<file path="config.mk">
export PLATFORM = sky130hd
export DESIGN_NAME = dlmod_decoder
export DESIGN_NICKNAME = d
export VERILOG_FILES = /design/src/common/dlmod_pkg.sv /design/src/rtl/dlmod_decoder.sv
export SDC_FILE = /design/constraint.sdc
export NUM_CORES = 1
export LEC_CHECK = 0
export ABC_AREA = 1
export BUFFER_PORTS_ARGS = -buffer_cell sky130_fd_sc_hd__buf_2
export CORE_MARGIN = 4
export CORE_UTILIZATION = 58
export DETAILED_ROUTE_END_ITERATION = 6
export PLACE_DENSITY_LB_ADDON = 0.1
export SLEW_MARGIN = 25
export SYNTH_ARGS = -nofsm -noshare
export SYNTH_HDL_FRONTEND = slang
export SYNTH_SLANG_ARGS = --single-unit
</file>
<file path="constraint.sdc">
create_clock -name clk_i -period 2.45 [get_ports clk_i]
set_input_delay 0.245 -clock clk_i [delete_from_list [all_inputs] [get_ports clk_i]]
set_output_delay 0.245 -clock clk_i [all_outputs]
set_load 0.02 [all_outputs]
</file>
<file path="src/common/dlmod_pkg.sv">
// Package of opcode patterns, operation codes and counts for the decoder.
package dlmod_pkg;

    localparam int WORD_W = 16;

    // Opcode patterns with wildcards, matched in the order of the classify casez.
    localparam logic [15:0] PAT_ZERO_ACC = 16'b1011_1001_0000_0000;
    localparam logic [15:0] PAT_ACC_SHORT = 16'b1011_1001_????_????;
    localparam logic [15:0] PAT_ZLOW_HIGH = 16'b0110_1010_????_????;
    localparam logic [15:0] PAT_ACC_NOSX = 16'b0110_1001_????_????;
    localparam logic [15:0] PAT_ACC_TSHIFT = 16'b0110_1011_????_????;
    localparam logic [15:0] PAT_AUX_MEM = 16'b0000_0???_????_????;
    localparam logic [15:0] PAT_AUX_LONG = 16'b1011_1111_0000_1???;
    localparam logic [15:0] PAT_AUX_SHORT = 16'b1011_0???_????_????;
    localparam logic [15:0] PAT_PAGE_MEM = 16'b0000_1101_????_????;
    localparam logic [15:0] PAT_PAGE_IMM = 16'b1011_110?_????_????;
    localparam logic [15:0] PAT_HIGH_PROD = 16'b0111_0101_????_????;
    localparam logic [15:0] PAT_STAT_ZERO = 16'b0000_1110_????_????;
    localparam logic [15:0] PAT_STAT_ONE = 16'b0000_1111_????_????;
    localparam logic [15:0] PAT_T_LOAD = 16'b0111_0011_????_????;
    localparam logic [15:0] PAT_T_ADD = 16'b0111_0000_????_????;
    localparam logic [15:0] PAT_T_MOVE = 16'b0111_0010_????_????;
    localparam logic [15:0] PAT_T_PROD = 16'b0111_0001_????_????;
    localparam logic [15:0] PAT_T_SUB = 16'b0111_0100_????_????;
    localparam logic [15:0] PAT_MUL_ACC = 16'b1010_0010_????_????;
    localparam logic [15:0] PAT_MUL_ACC_MV = 16'b1010_0011_????_????;
    localparam logic [15:0] PAT_AUX_PTR = 16'b1000_1011_1000_1???;
    localparam logic [15:0] PAT_NO_OP = 16'b1000_1011_0000_0000;
    localparam logic [15:0] PAT_MOD_AUX = 16'b1000_1011_????_????;
    localparam logic [15:0] PAT_MUL_T = 16'b0101_0100_????_????;
    localparam logic [15:0] PAT_MUL_IMM = 16'b110?_????_????_????;
    localparam logic [15:0] PAT_MUL_ADD = 16'b0101_0000_????_????;
    localparam logic [15:0] PAT_MUL_SUB = 16'b0101_0001_????_????;
    localparam logic [15:0] PAT_MUL_UNS = 16'b0101_0101_????_????;
    localparam logic [15:0] PAT_PROD_ACC = 16'b1011_1110_0000_0011;
    localparam logic [15:0] PAT_INV_SIGN = 16'b1011_1110_0000_0010;
    localparam logic [15:0] PAT_EXP_SHIFT = 16'b1010_0000_????_????;
    localparam logic [15:0] PAT_NONMASK = 16'b1011_1110_0101_0010;
    localparam logic [15:0] PAT_OR_MEM = 16'b0110_1101_????_????;
    localparam logic [15:0] PAT_OR_SHIFT = 16'b1011_1111_1100_????;
    localparam logic [15:0] PAT_OR_16 = 16'b1011_1110_1000_0010;

    // Field positions inside the first word.
    localparam int IND_BIT = 7;
    localparam int AUX_HI_LSB = 8;
    localparam int AUX_W = 3;
    localparam int SHIFT_W = 5;
    localparam int PAGE_W = 9;
    localparam int MUL_K_W = 13;
    localparam int SHORT_W = 8;
    localparam int OFFS_W = 7;

    localparam logic [4:0] SHIFT_16 = 5'h10;
    localparam logic [1:0] WORDS_1 = 2'h1;
    localparam logic [1:0] WORDS_2 = 2'h2;
    localparam logic [2:0] CYC_1 = 3'h1;
    localparam logic [2:0] CYC_2 = 3'h2;
    localparam logic [2:0] CYC_3 = 3'h3;
    localparam logic [2:0] CYC_4 = 3'h4;

    typedef enum logic [5:0] {
        OP_NONE, OP_ZERO_ACC, OP_ACC_SHORT, OP_ZLOW_HIGH, OP_ACC_NOSX,
        OP_ACC_TSHIFT, OP_AUX_MEM, OP_AUX_SHORT, OP_AUX_LONG, OP_PAGE_MEM,
        OP_PAGE_IMM, OP_HIGH_PROD, OP_STAT_ZERO, OP_STAT_ONE, OP_T_LOAD,
        OP_T_ADD, OP_T_MOVE, OP_T_PROD, OP_T_SUB, OP_MUL_ACC,
        OP_MUL_ACC_MV, OP_AUX_PTR, OP_NO_OP, OP_MOD_AUX, OP_MUL_T,
        OP_MUL_IMM, OP_MUL_ADD, OP_MUL_SUB, OP_MUL_UNS, OP_PROD_ACC,
        OP_INV_SIGN, OP_EXP_SHIFT, OP_NONMASK, OP_OR_MEM, OP_OR_SHIFT,
        OP_OR_16
    } dlmod_op_t;

    typedef enum logic [1:0] {
        ST_FIRST = 2'b01,
        ST_SECOND = 2'b10
    } dlmod_state_t;

endpackage

</file>
<file path="src/rtl/dlmod_decoder.sv">
// Decoder for the load, multiply, normalize and OR instruction group.
// Notes on behaviour
// - 1011 1001 loads acc from 8-bit short constant; zero constant clears.
// - 0110 1010 clears low half, loads word into high half; 1/1.
// - 0110 1001 clears acc, loads low half without sign extension; 1/1.
// - 0110 1011 loads acc shifted by T operand count; 1/1.
// - Aux load: memory 1/2, short immediate 1/2, long immediate 2/2.
// - Page pointer load from memory or packed immediate; each 1/2.
// - Status word zero 0000 1110, status word one 0000 1111; 1/2.
// - T loads under high nibble 0111, five variants, each 1/1.
// - Multiply-accumulate 1010 0010, with move 1010 0011; each 2/3.
// - 1000 1011 modifies aux only; pointer load form; zero byte is nop.
// - Multiply by T 0101 0100; immediate 110C with 13-bit constant; 1/1.
// - Multiply with add, with subtract, and unsigned; one cycle each.
// - Product to acc and negate acc; each one word, one cycle.
// - Normalize 1010 0000 in one cycle; nonmaskable interrupt 1/4.
// - OR memory 1/1; OR shifted constant and shift-16 constant 2/2.
`timescale 1ns/1ps
module dlmod_decoder #(
    parameter int WORD_W = dlmod_pkg::WORD_W
) (
    // Clock and reset
    input wire logic clk_i,
    input wire logic nrst_i,
    // Fetch side
    input wire logic word_valid_i,
    input wire logic [15:0] word_i,
    // Datapath control side
    output logic dec_valid_o,
    output dlmod_pkg::dlmod_op_t op_o,
    output logic [1:0] words_o,
    output logic [2:0] cycles_o,
    output logic mem_operand_o,
    output logic indirect_o,
    output logic [6:0] addr_field_o,
    output logic [2:0] aux_sel_o,
    output logic [4:0] shift_o,
    output logic [15:0] const_o
);

    if (WORD_W != 16) begin : g_width_check
        $error("dlmod_decoder supports only a 16-bit instruction word");
    end

    // Patterns overlap, so matching order is significant.
    function automatic dlmod_pkg::dlmod_op_t classify(input logic [15:0] w);
        casez (w)
            dlmod_pkg::PAT_ZERO_ACC: classify = dlmod_pkg::OP_ZERO_ACC;
            dlmod_pkg::PAT_ACC_SHORT: classify = dlmod_pkg::OP_ACC_SHORT;
            dlmod_pkg::PAT_ZLOW_HIGH: classify = dlmod_pkg::OP_ZLOW_HIGH;
            dlmod_pkg::PAT_ACC_NOSX: classify = dlmod_pkg::OP_ACC_NOSX;
            dlmod_pkg::PAT_ACC_TSHIFT: classify = dlmod_pkg::OP_ACC_TSHIFT;
            dlmod_pkg::PAT_PAGE_MEM: classify = dlmod_pkg::OP_PAGE_MEM;
            dlmod_pkg::PAT_STAT_ZERO: classify = dlmod_pkg::OP_STAT_ZERO;
            dlmod_pkg::PAT_STAT_ONE: classify = dlmod_pkg::OP_STAT_ONE;
            dlmod_pkg::PAT_AUX_MEM: classify = dlmod_pkg::OP_AUX_MEM;
            dlmod_pkg::PAT_AUX_LONG: classify = dlmod_pkg::OP_AUX_LONG;
            dlmod_pkg::PAT_OR_SHIFT: classify = dlmod_pkg::OP_OR_SHIFT;
            dlmod_pkg::PAT_OR_16: classify = dlmod_pkg::OP_OR_16;
            dlmod_pkg::PAT_PROD_ACC: classify = dlmod_pkg::OP_PROD_ACC;
            dlmod_pkg::PAT_INV_SIGN: classify = dlmod_pkg::OP_INV_SIGN;
            dlmod_pkg::PAT_NONMASK: classify = dlmod_pkg::OP_NONMASK;
            dlmod_pkg::PAT_PAGE_IMM: classify = dlmod_pkg::OP_PAGE_IMM;
            dlmod_pkg::PAT_AUX_SHORT: classify = dlmod_pkg::OP_AUX_SHORT;
            dlmod_pkg::PAT_HIGH_PROD: classify = dlmod_pkg::OP_HIGH_PROD;
            dlmod_pkg::PAT_T_LOAD: classify = dlmod_pkg::OP_T_LOAD;
            dlmod_pkg::PAT_T_ADD: classify = dlmod_pkg::OP_T_ADD;
            dlmod_pkg::PAT_T_MOVE: classify = dlmod_pkg::OP_T_MOVE;
            dlmod_pkg::PAT_T_PROD: classify = dlmod_pkg::OP_T_PROD;
            dlmod_pkg::PAT_T_SUB: classify = dlmod_pkg::OP_T_SUB;
            dlmod_pkg::PAT_MUL_ACC: classify = dlmod_pkg::OP_MUL_ACC;
            dlmod_pkg::PAT_MUL_ACC_MV: classify = dlmod_pkg::OP_MUL_ACC_MV;
            dlmod_pkg::PAT_AUX_PTR: classify = dlmod_pkg::OP_AUX_PTR;
            dlmod_pkg::PAT_NO_OP: classify = dlmod_pkg::OP_NO_OP;
            dlmod_pkg::PAT_MOD_AUX: classify = dlmod_pkg::OP_MOD_AUX;
            dlmod_pkg::PAT_MUL_T: classify = dlmod_pkg::OP_MUL_T;
            dlmod_pkg::PAT_MUL_IMM: classify = dlmod_pkg::OP_MUL_IMM;
            dlmod_pkg::PAT_MUL_ADD: classify = dlmod_pkg::OP_MUL_ADD;
            dlmod_pkg::PAT_MUL_SUB: classify = dlmod_pkg::OP_MUL_SUB;
            dlmod_pkg::PAT_MUL_UNS: classify = dlmod_pkg::OP_MUL_UNS;
            dlmod_pkg::PAT_EXP_SHIFT: classify = dlmod_pkg::OP_EXP_SHIFT;
            dlmod_pkg::PAT_OR_MEM: classify = dlmod_pkg::OP_OR_MEM;
            default: classify = dlmod_pkg::OP_NONE;
        endcase
    endfunction

    function automatic logic two_words(input dlmod_pkg::dlmod_op_t op);
        two_words = op inside {dlmod_pkg::OP_AUX_LONG,
            dlmod_pkg::OP_MUL_ACC, dlmod_pkg::OP_MUL_ACC_MV,
            dlmod_pkg::OP_OR_SHIFT, dlmod_pkg::OP_OR_16};
    endfunction

    function automatic logic [2:0] cycle_count(input dlmod_pkg::dlmod_op_t op);
        case (op)
            dlmod_pkg::OP_AUX_MEM, dlmod_pkg::OP_AUX_SHORT,
            dlmod_pkg::OP_AUX_LONG: cycle_count = dlmod_pkg::CYC_2;
            dlmod_pkg::OP_PAGE_MEM,
            dlmod_pkg::OP_PAGE_IMM: cycle_count = dlmod_pkg::CYC_2;
            dlmod_pkg::OP_STAT_ZERO,
            dlmod_pkg::OP_STAT_ONE: cycle_count = dlmod_pkg::CYC_2;
            dlmod_pkg::OP_MUL_ACC,
            dlmod_pkg::OP_MUL_ACC_MV: cycle_count = dlmod_pkg::CYC_3;
            dlmod_pkg::OP_OR_SHIFT,
            dlmod_pkg::OP_OR_16: cycle_count = dlmod_pkg::CYC_2;
            dlmod_pkg::OP_NONMASK: cycle_count = dlmod_pkg::CYC_4;
            default: cycle_count = dlmod_pkg::CYC_1;
        endcase
    endfunction

    // Opcodes that carry an operand address in the low byte.
    function automatic logic has_mem(input dlmod_pkg::dlmod_op_t op);
        has_mem = op inside {dlmod_pkg::OP_ZLOW_HIGH, dlmod_pkg::OP_ACC_NOSX,
            dlmod_pkg::OP_ACC_TSHIFT, dlmod_pkg::OP_AUX_MEM,
            dlmod_pkg::OP_PAGE_MEM, dlmod_pkg::OP_HIGH_PROD,
            dlmod_pkg::OP_STAT_ZERO, dlmod_pkg::OP_STAT_ONE,
            dlmod_pkg::OP_T_LOAD, dlmod_pkg::OP_T_ADD, dlmod_pkg::OP_T_MOVE,
            dlmod_pkg::OP_T_PROD, dlmod_pkg::OP_T_SUB, dlmod_pkg::OP_MUL_ACC,
            dlmod_pkg::OP_MUL_ACC_MV, dlmod_pkg::OP_MOD_AUX,
            dlmod_pkg::OP_MUL_T, dlmod_pkg::OP_MUL_ADD,
            dlmod_pkg::OP_MUL_SUB, dlmod_pkg::OP_MUL_UNS,
            dlmod_pkg::OP_EXP_SHIFT, dlmod_pkg::OP_OR_MEM};
    endfunction

    dlmod_pkg::dlmod_state_t state_q, state_d;
    dlmod_pkg::dlmod_op_t op_q, op_d, first_op;
    logic [15:0] first_q, first_d, src;
    logic dec_valid_q, dec_valid_d;
    logic [1:0] words_q, words_d;
    logic [2:0] cycles_q, cycles_d;
    logic mem_q, mem_d, ind_q, ind_d;
    logic [6:0] addr_q, addr_d;
    logic [2:0] aux_q, aux_d;
    logic [4:0] shift_q, shift_d;
    logic [15:0] const_q, const_d;

    assign first_op = classify(word_i);

    always_comb begin
        state_d = state_q;
        first_d = first_q;
        op_d = op_q;
        dec_valid_d = 1'b0;
        words_d = words_q;
        cycles_d = cycles_q;
        mem_d = mem_q;
        ind_d = ind_q;
        addr_d = addr_q;
        aux_d = aux_q;
        shift_d = shift_q;
        const_d = const_q;
        src = word_i;
        unique case (state_q)
            dlmod_pkg::ST_FIRST: begin
                if (word_valid_i) begin
                    op_d = first_op;
                    first_d = word_i;
                    if (two_words(first_op)) begin
                        state_d = dlmod_pkg::ST_SECOND;
                    end else begin
                        dec_valid_d = 1'b1;
                    end
                end
            end
            dlmod_pkg::ST_SECOND: begin
                src = first_q;
                if (word_valid_i) begin
                    // The trailing word is the constant operand.
                    dec_valid_d = 1'b1;
                    state_d = dlmod_pkg::ST_FIRST;
                end
            end
            default: state_d = dlmod_pkg::ST_FIRST;
        endcase
        if (dec_valid_d) begin
            words_d = two_words(op_d) ? dlmod_pkg::WORDS_2
                                      : dlmod_pkg::WORDS_1;
            cycles_d = cycle_count(op_d);
            mem_d = has_mem(op_d);
            ind_d = has_mem(op_d) & src[dlmod_pkg::IND_BIT];
            addr_d = src[dlmod_pkg::OFFS_W-1:0];
            aux_d = '0;
            shift_d = '0;
            const_d = '0;
            case (op_d)
                dlmod_pkg::OP_ACC_SHORT, dlmod_pkg::OP_ZERO_ACC:
                    const_d = 16'(src[dlmod_pkg::SHORT_W-1:0]);
                dlmod_pkg::OP_AUX_MEM: aux_d =
                    src[dlmod_pkg::AUX_HI_LSB +: dlmod_pkg::AUX_W];
                dlmod_pkg::OP_AUX_SHORT: begin
                    aux_d = src[dlmod_pkg::AUX_HI_LSB +: dlmod_pkg::AUX_W];
                    const_d = 16'(src[dlmod_pkg::SHORT_W-1:0]);
                end
                dlmod_pkg::OP_AUX_LONG: begin
                    aux_d = src[dlmod_pkg::AUX_W-1:0];
                    const_d = word_i;
                end
                dlmod_pkg::OP_PAGE_IMM:
                    const_d = 16'(src[dlmod_pkg::PAGE_W-1:0]);
                dlmod_pkg::OP_MUL_ACC, dlmod_pkg::OP_MUL_ACC_MV:
                    const_d = word_i;
                dlmod_pkg::OP_AUX_PTR:
                    aux_d = src[dlmod_pkg::AUX_W-1:0];
                dlmod_pkg::OP_MUL_IMM:
                    const_d = 16'(src[dlmod_pkg::MUL_K_W-1:0]);
                dlmod_pkg::OP_OR_SHIFT: begin
                    shift_d = 5'(src[3:0]);
                    const_d = word_i;
                end
                dlmod_pkg::OP_OR_16: begin
                    shift_d = dlmod_pkg::SHIFT_16;
                    const_d = word_i;
                end
                default: ;
            endcase
        end
    end

    always_ff @(posedge clk_i or negedge nrst_i) begin
        if (!nrst_i) begin
            state_q <= dlmod_pkg::ST_FIRST;
            first_q <= 16'h0000;
            op_q <= dlmod_pkg::OP_NONE;
            dec_valid_q <= 1'b0;
            words_q <= 2'h0;
            cycles_q <= 3'h0;
            mem_q <= 1'b0;
            ind_q <= 1'b0;
            addr_q <= 7'h00;
            aux_q <= 3'h0;
            shift_q <= 5'h00;
            const_q <= 16'h0000;
        end else begin
            state_q <= state_d;
            first_q <= first_d;
            op_q <= op_d;
            dec_valid_q <= dec_valid_d;
            words_q <= words_d;
            cycles_q <= cycles_d;
            mem_q <= mem_d;
            ind_q <= ind_d;
            addr_q <= addr_d;
            aux_q <= aux_d;
            shift_q <= shift_d;
            const_q <= const_d;
        end
    end

    assign dec_valid_o = dec_valid_q;
    assign op_o = op_q;
    assign words_o = words_q;
    assign cycles_o = cycles_q;
    assign mem_operand_o = mem_q;
    assign indirect_o = ind_q;
    assign addr_field_o = addr_q;
    assign aux_sel_o = aux_q;
    assign shift_o = shift_q;
    assign const_o = const_q;

    function automatic logic done(input dlmod_pkg::dlmod_op_t op);
        done = dec_valid_o && op_o == op;
    endfunction
endmodule // dlmod_decoder

</file>
Word level (Yosys, flattened, before mapping)
Cells that the tools add are included.
{"block": "word_totals", "register_bits": 60, "in_bits": 19, "output_inout_bits": 45, "word_cells": 120}
{"block": "op_classes", "eq_ne": 76, "muxes": 19, "bitwise": 1, "n_reduce_logical": 12}
{"operator": "6-bit one-hot mux with 26 select lines", "count": 1}
{"operator": "8-bit by 7-bit equality test with 1-bit output (second input constant)", "count": 14}
{"operator": "16-bit equality test (second input constant)", "count": 6}
{"operator": "6-bit by 5-bit equality test with 1-bit output (second input constant)", "count": 15}
{"operator": "16-bit one-hot mux with 4 select lines", "count": 1}
{"operator": "6-bit by 4-bit equality test with 1-bit output (second input constant)", "count": 9}
{"operator": "6-bit one-hot mux with 8 select lines", "count": 1}
{"operator": "8-bit equality test (second input constant)", "count": 5}
{"operator": "6-bit equality test (second input constant)", "count": 6}
{"operator": "13-bit equality test (second input constant)", "count": 2}
{"operator": "6-bit by 3-bit equality test with 1-bit output (second input constant)", "count": 4}
{"operator": "8-bit by 4-bit equality test with 1-bit output (second input constant)", "count": 3}
{"operator": "22-bit nonzero test", "count": 1}
{"operator": "6-bit two-way mux", "count": 3}
{"operator": "13-bit two-way mux", "count": 1}
{"operator": "12-bit equality test (second input constant)", "count": 1}
{"operator": "6-bit by 2-bit equality test with 1-bit output (second input constant)", "count": 2}
{"operator": "5-bit one-hot mux with 2 select lines", "count": 1}
{"operator": "5-bit nonzero test", "count": 2}
{"operator": "3-bit one-hot mux with 3 select lines", "count": 1}
{"operator": "9-bit OR reduction", "count": 1}
{"operator": "2-bit two-way mux", "count": 4}
{"operator": "7-bit equality test (second input constant)", "count": 1}
{"operator": "6-bit by 1-bit equality test with 1-bit output (second input constant)", "count": 1}
{"operator": "other kinds (16)", "count": 22}

Longest topological paths before layout
Gate-level depths: netlist of the first run.
{"block": "logic_depth", "word_depth": 9, "ltp_mapped": 24, "mapped_depth_nobuf": 22}

Least setup slack after synthesis of the first run
No wires, ideal clock.
{"block": "synth_path", "path_type": "input-to-reg", "from": "in word_i[15]", "to": "reg const_q[11] (netlist: const_o[11])", "setup_ns": 0.117, "t_arrival_ns": 2.143, "t_required_ns": 2.333, "path_slack_ns": 0.190, "cell_stages": 22, "path_buffers": 2, "cell_sequence": "buf_2 -> nand2_2 -> nor2_8 -> nand2_1 -> nand2_1 -> nor2_4 -> nand2_4 -> nor2_8 -> nand2_4 -> nand2_2 -> nand3_2 -> nand2_4 -> nand2_4 -> nand2_2 -> inv_2 -> nand3_4 -> nand2_4 -> buf_12 -> o21ai_2 -> nand2_1 -> nand2_1 -> nand2_1"}
{"block": "synth_via", "elab_chain_cells": 9, "elab_cells_between_ends": 62, "classes_between": "49 x eq/ne; 9 x mux; 4 x reduce/logical"}
{"item": "start: declaration", "line_no": "dlmod_decoder.sv:27", "source": "input wire logic [15:0] word_i,"}
{"item": "8-bit by 7-bit equality test with 1-bit output (tied with other cells)", "line_no": "dlmod_decoder.sv:47", "source": "casez (w)"}
{"item": "6-bit one-hot mux with 8 select lines", "line_no": "dlmod_decoder.sv:47"}
{"item": "6-bit one-hot mux with 26 select lines", "line_no": "dlmod_decoder.sv:47"}
{"item": "6-bit two-way mux (*)", "line_no": "dlmod_decoder.sv:47"}
{"item": "6-bit two-way mux (tied with other cells)", "line_no": "dlmod_decoder.sv:154", "source": "if (word_valid_i) begin"}
{"item": "6-bit two-way mux / 5-bit nonzero test (equally long branches)", "line_no": "dlmod_decoder.sv:152, dlmod_decoder.sv:88"}
{"item": "6-bit by 4-bit equality test with 1-bit output (tied with other cells)", "line_no": "dlmod_decoder.sv:184", "source": "case (op_d)"}
{"item": "5-bit OR reduction (no line) (tied with other cells)"}
{"item": "16-bit one-hot mux with 4 select lines / 1-bit one-hot mux with 2 select lines (equally long branches)", "line_no": "dlmod_decoder.sv:184, dlmod_decoder.sv:152"}
{"item": "end signal: assignment", "line_no": "dlmod_decoder.sv:244", "source": "const_q <= const_d;"}
{"item": "end: declaration", "line_no": "dlmod_decoder.sv:134", "source": "logic [15:0] const_q, const_d;"}
Every way passes the cells marked *; elsewhere a longest branch is shown, timed or not.
A chain may end at the register's enable or synchronous reset.

Final worst setup path of the first run
{"block": "layout_path", "from": "reg state_q[0]", "to": "reg const_q[7] (netlist: const_o[7])"}
{"block": "layout_via", "elab_chain_cells": 5, "elab_cells_between_ends": 18, "classes_between": "12 x eq/ne; 4 x mux; 2 x reduce/logical"}
{"item": "start: declaration", "line_no": "dlmod_decoder.sv:124", "source": "dlmod_pkg::dlmod_state_t state_q, state_d;"}
{"item": "start signal: assignment", "line_no": "dlmod_decoder.sv:220", "source": "state_q <= dlmod_pkg::ST_FIRST;"}
{"item": "start signal: assignment", "line_no": "dlmod_decoder.sv:233", "source": "state_q <= state_d;"}
{"item": "2-bit by 1-bit equality test with 1-bit output (*)", "line_no": "dlmod_decoder.sv:152", "source": "unique case (state_q)"}
{"item": "6-bit two-way mux (*)", "line_no": "dlmod_decoder.sv:152"}
{"item": "named net op_d[0]", "line_no": "dlmod_decoder.sv:125", "source": "dlmod_pkg::dlmod_op_t op_q, op_d, first_op;"}
{"item": "6-bit by 4-bit equality test with 1-bit output (tied with other cells)", "line_no": "dlmod_decoder.sv:184"}
{"item": "5-bit OR reduction (no line) / 3-bit OR reduction (equally long branches)"}
{"item": "16-bit one-hot mux with 4 select lines (*)", "line_no": "dlmod_decoder.sv:184"}
Mark *: on every way through the listed nets, which the timed path passes. The rest lies on a longest branch.

==> impl_metrics.toml, run 1 <==
[power]
switchingPower_uw = 2980
p_per_area_nw_per_um2 = 1120
netSwitchingFraction_pct = 47.5
combPwrFrac_pct = 59.3
leakage_uw = 0.00311
finalPower_uw = 6280
internal-power_uw = 3290
clkPwrFrac_pct = 14.8
seqPwrFrac_pct = 25.9
vdd_drop_max_v = 0.00100

[yosys]
synth_area_per_cell_um2 = 7.09
ys_types = 39
ys_seq_area_share_pct = 35.6
ys_ff_latch = 60
syn_inst = 595
syn_nets = 616
yosys.area.top_type = "dfrtp_1"
yosysWarnings = 0
yosys-top-cells-area = "dfrtp_1 (35%), nand2_1 (18%), nor2_1 (6.4%)"
synth_top_area_share_pct = 35.0
syn_area_um2 = 4220

[setup_path]
crit_type = "reg2reg"
worstSetupEndpointType = "register"
r2r_cells = 16
cp-start-kind = "register"
r2r-end = "const_o[7]"
worst_ep_required_time_ps = 2680
crit_fanout = 8
reg2reg_slack_ps = -9
cp.arrival_ps = 2690
worstReg2RegStart = "state_q[0]"

[detailed_routing]
drtPass1Iterations = 5
drt-total-wl_um = 13300
num_vias = 4657
wl_per_cell_um = 15.8
dr.first_iter.drc_count = 372
antenna_left = 0
drc = 0
vias_per_cell = 5.54

[grt]
top_usage_layer = "met2"
grt_pass1_vias = 4308
grtUsageMet2_pct = 49.6
antenna_found_initial = 0
grt_util_met3_pct = 5.23
grt.overflow.total = 0
gr-usage-met1_pct = 40.3
grt_max_degree = 43
grt_first_pass_wirelength_um = 20900
grt_usage_pct = 30.3

[timing]
whs_ps = 268
fmax_ghz = 0.407
period_minus_slack_ps = 2460
hold_viol = 0
setup_viol = 1
final_max_slew_viol_count = 0
slew_headroom_pct = 51.4
fin_ws_ps = -9.14
rsz0062_at_grt = "true"
min_period_over_period_pct = 100
finClkSkew_ps = 9.84
worst_pin_slew_ps = 729

[cts]
cts_buffers = 9
insertion_delay_ps = 340
cts_sinks = 60
htree_levels = 3
cts_tree = "yes"
clock-root-buffer = "clkbuf_8"
clkTransAtPathRegs_ps = 80
cts_max_path_buffers = 2

[min_path]
min_from = "word_i[5]"
hold_path_class = "in2reg"
hold_path_end = "first_q[5]"
whs_path_depth = 3

[cells_and_area]
area_delta_synth_final_pct = 32.6
finalInstanceArea_um2 = 5590
nets = 761
antenna_cells = 0
drive_gt1_share_pct = 37.2

[die]
fp-row-count = 30
core_um2 = 6940
chipWidth_um = 93.3
die_area_um2 = 8700
initial_core_util_pct = 60.8
ioPinCount = 64
fp.dieH_um = 93.3

[status]
status = "complete, but fails checks"
violations = "negative setup slack"

[placed_design]
dp_hpwl_um = 9530
gp_congestion = 0.892
placed_cell_area_um2 = 5180
io_buffers = 63

[job]
cap_violations = 0
[stage by stage]
stage,utilization [%],setup TNS (ps),setup WS (ps),std cells
global placement,74.6,-2790,-174,814
CTS,78.3,0,6.41,835
finish,80.6,-9.14,-9.14,841
floorplan,-,0,190,595
global route,80.6,-615,-159,841
detailed placement,74.6,-3030,-184,814
[timing repair]
| action | 4_1_cts | 5_1_grt |
|---|---|---|
| cloned | 0 | 1 |
| hold buffers | 1 | 0 |
| buffers inserted | 4 | 5 |
| pin swaps | 0 | 11 |
| resized for setup | 6 | 24 |
| endpoints found under the setup margin | 5 | 24 |
| hold endpoints to repair | 31 | 0 |
[sequential cells by signal, indices dropped and copies added, names as in the netlist, 3 cells and up]
signal        count
shift_o           5
op_o              6
cycles_o          3
first_q          13
aux_sel_o         3
const_o          16
addr_field_o      7
[area by class of cell]
| class | instances | area, um2 |
|---|---|---|
| Clock buffer | 9 | 124 |
| Clock inverter | 7 | 75.1 |
| Fill cell | 479 | 1350 |
| Inverter | 50 | 196 |
| Multi-Input combinational cell | 467 | 2510 |
| Sequential cell | 60 | 1500 |
| Tap cell | 96 | 120 |
| Timing Repair Buffer | 152 | 1060 |
[worst max-delay path by stage]
| stage | from | slack (ps) | endpoint |
|---|---|---|---|
| 6_report | state_q[0] | -9 | const_o[7] |
| 5_1_grt | state_q[0] | -160 | const_o[7] |
| 4_1_cts | state_q[0] | 6 | const_o[9] |
| 3_5_place_dp | word_i[9] | -180 | indirect_o |
| 3_3_place_gp | word_i[15] | -170 | const_o[15] |
| 2_1_floorplan | word_i[15] | 190 | const_o[11] |
[power by group through the flow]
stage | clock, uW | sequential, uW | combinational, uW
detailed placement | 0 | 1620 | 3340
finish | 930 | 1620 | 3720
CTS | 926 | 1610 | 3430
global placement | 0 | 1610 | 3250
global route | 984 | 1660 | 4030
floorplan | 0 | 1940 | 1800
[cells in the final DEF, fill, tap and decap left out, types with 3 or more instances in the layout]
master / n
nor2_1: 66
buf_4: 80
clkinv_2: 4
buf_12: 4
nand3_1: 33
nand2_2: 22
nand4_1: 5
nand2_1: 199
o21ai_0: 42
dfrtp_1: 59
inv_2: 14
nand3b_1: 3
o21ai_1: 4
nand2_4: 17
a31oi_1: 3
or2_2: 3
buf_6: 3
buf_2: 63
o21ai_2: 10
nor2_8: 3
a21oi_1: 6
nor3_1: 4
inv_1: 31
nor2_4: 8
nand3_2: 5
nor2_2: 10
o21bai_1: 3
nand3_4: 5
clkbuf_8: 9
[synth_stat cells, drive strengths merged]
cell	count
or2	3
clkinv	3
nand3b	3
nand3	43
nor3	4
clkbuf	9
dfstp	1
buf	9
o211ai	2
inv	47
a21oi	10
and3	2
nor4	1
ha	2
nand4	5
o21a	1
a32oi	1
a31oi	3
nand2	239
nor2	87
dfrtp	59
o21bai	3
o21ai	58
[metal layers]
| layer | routed length, um | vias up | share of wire [%] |
|---|---|---|---|
| met2 | 6510 | 262 | 49 |
| met5 | 0 | - | 0 |
| li1 | - | 2186 | - |
| met3 | 1090 | 43 | 8.2 |
| met1 | 5340 | 2166 | 40 |
| met4 | 363 | 0 | 2.7 |
[critical path: stages (launching register included)]
cell and delay, ps:
dfstp_2 570, ha_4 150, nand2_4 60, clkinvlp_4 150, buf_6 160, nand3_1 130
nand2_2 170, inv_1 90, nand3_2 110, nor2_2 60, nand2_2 70, o21ai_2 60
buf_6 130, o21ai_0 210, nand2_1 110, nand2_1 70, nand2_1 40
[cell families (layout without fill, tap and decap cells)]
family | after synthesis | count (layout) | share of synthesized area (%)
adder cells (fa/ha/maj) | 2 | 2 | 0.593
AO/OA/AOI/OAI | 78 | 78 | 11.6
flip-flops | 60 | 60 | 35.6
AND/OR/NAND/NOR | 387 | 387 | 45.1
buffers and inverters | 68 | 218 | 7.15
Power figures use the tool's default switching activity.
==> run 2, diff against run 1 <==
- MAX_ROUTING_LAYER: unset -> met4
- SETUP_SLACK_MARGIN: unset -> 0.15
==> run 2 against run 1 <==
- count of clock-buffer cells in the layout unchanged
- worst setup slack better by 69 ps
- the run ends with design-rule violations left
- via count increased by 4.6%
==> impl_metrics.toml, run 2 (synthesis gave the netlist of run 1 again) <==
[grt]
grt.overflow.total = 0
grt_max_degree = 43
grt_usage_pct = 31.9
grt_first_pass_wirelength_um = 21300
antenna_found_initial = 0
grt_pass1_vias = 4494

[job]
cap_violations = 0

[cts]
htree_levels = 3
cts_buffers = 9
insertion_delay_ps = 350
cts_max_path_buffers = 2
clock-root-buffer = "clkbuf_8"
cts_sinks = 60
cts_tree = "yes"
clkTransAtPathRegs_ps = 80

[power]
leakage_uw = 0.00322
finalPower_uw = 6660
p_per_area_nw_per_um2 = 1120
vdd_drop_max_v = 0.000932

[die]
ioPinCount = 64
fp.dieH_um = 93.3
initial_core_util_pct = 60.8
chipWidth_um = 93.3
die_area_um2 = 8700
core_um2 = 6940
fp-row-count = 30

[setup_path]
worst_ep_required_time_ps = 2690
cpMaxStageDelayCell = "dfrtp_1"
worstReg2RegStart = "state_q[1]"
crit_path_max_incr_delay_ps = 390
critical_path.cell_chain = "inv_2, ha_4, nand2_8, clkinvlp_4, buf_6, a21oi_4, nor2_4, buf_6, nand3_4, nand2_8, clkbuf_16, o21ai_2, nand2_1, nand2_1, nand2_1"
path_buf_inv = 5
worstSetupEndpointType = "register"
cp.arrival_ps = 2640
cp-start-kind = "register"
crit_fanout = 7
r2r_cells = 15
cp_common_cell = "nand2_1"
crit_type = "reg2reg"
r2r-end = "const_o[7]"
cp_top_family = "buffers and inverters"
reg2reg_slack_ps = 60

[placed_design]
io_buffers = 63
dp_hpwl_um = 9740
gp_congestion = 0.930

[detailed_routing]
drt-total-wl_um = 14900
antenna_left = 0
drc = 3
wl_per_cell_um = 17.6
vias_per_cell = 5.73
drtPass1Iterations = 7
num_vias = 4869
dr.first_iter.drc_count = 472

[timing]
min_period_over_period_pct = 97.6
fmax_ghz = 0.418
period_minus_slack_ps = 2390
finClkSkew_ps = 7.55
slew_headroom_pct = 48.8
final_max_slew_viol_count = 0
worst_pin_slew_ps = 768
setup_viol = 0
hold_viol = 0
rsz0062_at_grt = "true"

[cells_and_area]
nFillCells = 381
nets = 769
seq_area_um2 = 1500
area_delta_synth_final_pct = 41.1
final_cell_mix = "nand2_1 (187), buf_4 (88), dfrtp_1 (59), nor2_1 (55), buf_2 (53)"
drive_gt1_share_pct = 42.2
final_common_cell = "nand2_1"
largest_reg_flops = 16
finish.utilization_pct = 85.7
antenna_cells = 0
multi_input_area_um2 = 2710

[status]
violations = "design-rule violations"
status = "complete, but fails checks"

[min_path]
min_from = "word_i[14]"
hold_path_end = "const_o[14]"
whs_path_depth = 4
hold_path_class = "in2reg"
==> run 2: final cells by class <==
| type | instances | area share (%) |
|---|---|---|
| clock buffer | 9 | 2.08 |
| clock inverter | 7 | 1.66 |
| inverter | 50 | 3.40 |
| multi-input combinational | 467 | 45.6 |
| sequential | 60 | 25.2 |
| tap | 96 | 2.02 |
| timing repair buffer | 159 | 19.9 |
| timing repair inverter | 1 | 0.126 |
==> run 2: how the worst max path moves through the flow <==
stage	startpoint	end	slack (ps)	cells past startpoint
floorplan	word_i[15]	const_o[11]	190	22
global route	word_i[8]	const_o[7]	-40	22
detailed placement	word_i[8]	const_o[13]	-200	20
finish	state_q[1]	const_o[7]	60	15
global placement	word_i[9]	const_o[15]	-170	19
CTS	state_q[1]	const_o[10]	150	16
==> run 2: worst reg2reg max path: cells and delay by family, from the launching register on <==
kind | cells | cell delay, ps
compound gates | 2 | 380
fa+ha+maj | 1 | 180
buf+inv | 5 | 740
flops | 1 | 390
simple gates | 7 | 610
==> run 2: routing by layer <==
layer / part of all wire, % / up-vias / global-route usage (%) / routed length [um]
met3: 9.2 / 64 / 5.47 / 1370
li1: - / 2198 / - / -
met4: 4.5 / 0 / 13.2 / 673
met2: 49 / 329 / 50.7 / 7230
met1: 38 / 2278 / 40.4 / 5630
met5: 0 / - / - / 0
==> run 2: metrics by stage <==
stage                     cell area, um2  instances  setup slack, ps  TNS (ps)  hold WS, ps
after CTS                           5560        841              149         0          249
after global routing                5950        849            -39.9     -49.9          258
after global placement              5220        820             -168     -2250          346
after detailed placement            5220        820             -199     -3110          361
after floorplan                     4220        595              190         0        -50.6
final                               5950        849             59.4         0          245
==> run 2: what timing repair did <==
| item | in CTS | in global routing |
|---|---|---|
| hold buffers | 1 | 0 |
| cloned | 1 | 2 |
| setup buffers | 3 | 6 |
| hold endpoints to repair | 32 | 0 |
| endpoints found under the setup margin | 25 | 25 |
| pin swaps | 8 | 42 |
| resized for setup | 19 | 93 |
==> run 2: power breakdown <==
| group | total, uW | internal [uW] | switching, uW | leakage [uW] |
|---|---|---|---|---|
| Clock | 1030 | 578 | 450 | 0.000110 |
| Combinational | 3990 | 1490 | 2510 | 0.00234 |
| Sequential | 1640 | 1400 | 235 | 0.000768 |
| Total | 6660 | 3460 | 3190 | 0.00322 |
==> run 3, diff against run 2 <==
- PLACE_DENSITY: unset -> 0.81
- PLACE_DENSITY_LB_ADDON: 0.1 -> unset
==> run 3 against run 2 <==
- the flow now finishes without violations
- sequential share of layout area decreased by 0.31 points
- first-iteration DRC count decreased by 3.8%
- worst setup slack improved by 100 ps
- final cell count increased by 1.3%
- utilization increased by 1.1 points
- global-route usage increased by 0.23 points
- sequential cell count unchanged
- routed wire length decreased by 0.18%
- total power decreased by 4.0%
- critical path depth increased by 6
==> impl_metrics.toml, run 3 (synthesis gave the netlist of run 1 again) <==
[setup_path]
crit_fanout = 8
cp-start-kind = "input port"
cp_common_cell = "nand2_1"
cp_top_family = "simple AND/OR/NAND/NOR gates"
crit_path_max_incr_delay_ps = 180
startpoint = "word_i[6]"
worstReg2RegStart = "state_q[0]"
path_buf_inv = 4
worstSetupEndpointType = "register"
cpMaxStageDelayCell = "nor2_8"
critical_path.cell_chain = "buf_2, inv_1, nand3_1, nand2_1, nand2_2, nand3_4, nor2_8, nand2_4, nand2_2, nand2_1, nand2_2, nand2_4, nand2_4, inv_4, nand3_4, nand3_4, buf_6, o21ai_2, nand2_1, nand2_1, nand2_1"
worst_ep_required_time_ps = 2700
reg2reg_slack_ps = 190
cp.arrival_ps = 2540
crit_type = "in2reg"

[timing]
slew_headroom_pct = 54.1
final_max_slew_viol_count = 0
finClkSkew_ps = 14.2
fin_ws_ps = 159
setup_viol = 0
min_period_over_period_pct = 93.5
worst_pin_slew_ps = 688
rsz0062_at_grt = "true"
fmax_ghz = 0.437
period_minus_slack_ps = 2290
hold_viol = 0

[cells_and_area]
largest_reg_flops = 16
drive_gt1_share_pct = 44.3
final_common_cell = "nand2_1"
area_delta_synth_final_pct = 42.9
final_cell_mix = "nand2_1 (185), buf_4 (96), dfrtp_1 (59), buf_2 (55), nor2_1 (50)"
nets = 779
nFillCells = 359
stdcell_count = 860

[min_path]
min_from = "word_i[14]"
hold_path_class = "in2reg"

[cts]
cts_tree = "yes"
clock-root-buffer = "clkbuf_8"
cts_max_path_buffers = 2
cts_buffers = 9
htree_levels = 3
cts_sinks = 60
clkTransAtPathRegs_ps = 80
insertion_delay_ps = 360

[die]
fp.dieH_um = 93.3
chipWidth_um = 93.3
core_um2 = 6940
ioPinCount = 64
fp-row-count = 30
initial_core_util_pct = 60.8
die_area_um2 = 8700

[detailed_routing]
dr.first_iter.drc_count = 454
drt-total-wl_um = 14900
drtPass1Iterations = 5
antenna_left = 0
wl_per_cell_um = 17.3
num_vias = 4926
drc = 0
vias_per_cell = 5.73

[grt]
grt_first_pass_wirelength_um = 21300
grt_usage_pct = 32.1
antenna_found_initial = 1
grt_pass1_vias = 4524
grt_max_degree = 43
grt.overflow.total = 0

[power]
switchingPower_uw = 3150
clkPwrFrac_pct = 12.9
seqPwrFrac_pct = 25.5
p_per_area_nw_per_um2 = 1060
netSwitchingFraction_pct = 49.4
combPwrFrac_pct = 61.6
leakage_uw = 0.00330
internal-power_uw = 3240
vdd_drop_max_v = 0.000980

[status]
status = "finished clean"

[placed_design]
dp_cells = 826
dp_hpwl_um = 10300
io_buffers = 63
dp_slack_ps = -208
gp_congestion = 0.975

[job]
cap_violations = 0
## run 3: changes by cell type in the layout (fill, tap and decap cells not counted), moves of 3 or more
| cell | delta |
|---|---|
| buf_6 | +3 |
| nor2_2 | +5 |
| nand2_4 | +7 |
| buf_4 | +8 |
| nand2_2 | -3 |
| nor2_1 | -5 |
## run 3: per-stage QoR
stage | hold WS (ps) | util [%] | total power (uW) | TNS (ps) | instance area, um2
2_1_floorplan | -50.6 | - | 3750 | 0 | 4220
3_3_place_gp | 303 | 75.9 | 4850 | -2230 | 5270
3_5_place_dp | 317 | 75.9 | 4960 | -3440 | 5270
4_1_cts | 272 | 79.4 | 5880 | 0 | 5510
5_1_grt | 248 | 86.8 | 6750 | 0 | 6030
6_report | 236 | 86.8 | 6390 | 0 | 6030
## run 3: layout make-up
| type | instances | area (um2) | share of cell area [%] |
|---|---|---|---|
| Clock buffer | 9 | 124 | 2.05 |
| Clock inverter | 7 | 51.3 | 0.851 |
| Sequential cell | 60 | 1500 | 24.9 |
| Tap cell | 96 | 120 | 1.99 |
| Timing Repair Buffer | 170 | 1250 | 20.8 |
| Multi-Input combinational cell | 467 | 2760 | 45.7 |
| Inverter | 50 | 220 | 3.65 |
| Antenna cell | 1 | 2.50 | 0.0415 |
## run 3: routing by layer
metal  track usage [%]  wire length, um  up-vias
li1                  -                -     2216
met1              39.4             5850     2330
met3              6.60             1170       76
met4              11.5              636        0
met2              52.6             7220      304
met5                 -                0        -
## run 3: path summary, 6_finish.rpt
| check | endpoint | cells past startpoint |
|---|---|---|
| worst max-delay path | const_o[8] | 21 |
| max in group asynchronous | state_q[0] | 3 |
| worst max register to register | const_o[8] | 16 |
| min in group asynchronous | const_o[14] | 2 |
| worst min-delay path | const_o[14] | 4 |
| worst min register to register | const_o[15] | 2 |
## run 3: power by group through the flow
stage / registers, uW / logic, uW / clock network [uW]
after global routing: 1660 / 4230 / 856
after floorplan: 1940 / 1800 / 0
after CTS: 1610 / 3460 / 811
after detailed placement: 1620 / 3340 / 0
after global placement: 1600 / 3250 / 0
final: 1630 / 3940 / 821
## run 3: timing repair
item	CTS	global route
resized for setup	10	127
cloned	0	0
pin swaps	4	41
endpoints found under the hold margin	25	0
hold buffers	1	0
setup buffers	3	13
endpoints found under the setup margin	25	25
## run 3: worst register-to-register path: stages (launching register included)
cell and delay [ps]:
dfstp_2 560, ha_4 150, nand2_4 80, inv_6 100, buf_12 130, nor2_1 40
inv_1 80, nand2_4 100, nand2_4 120, inv_4 50, nand3_4 90, nand3_4 130
buf_6 180, o21ai_2 140, nand2_1 70, nand2_1 80, nand2_1 70
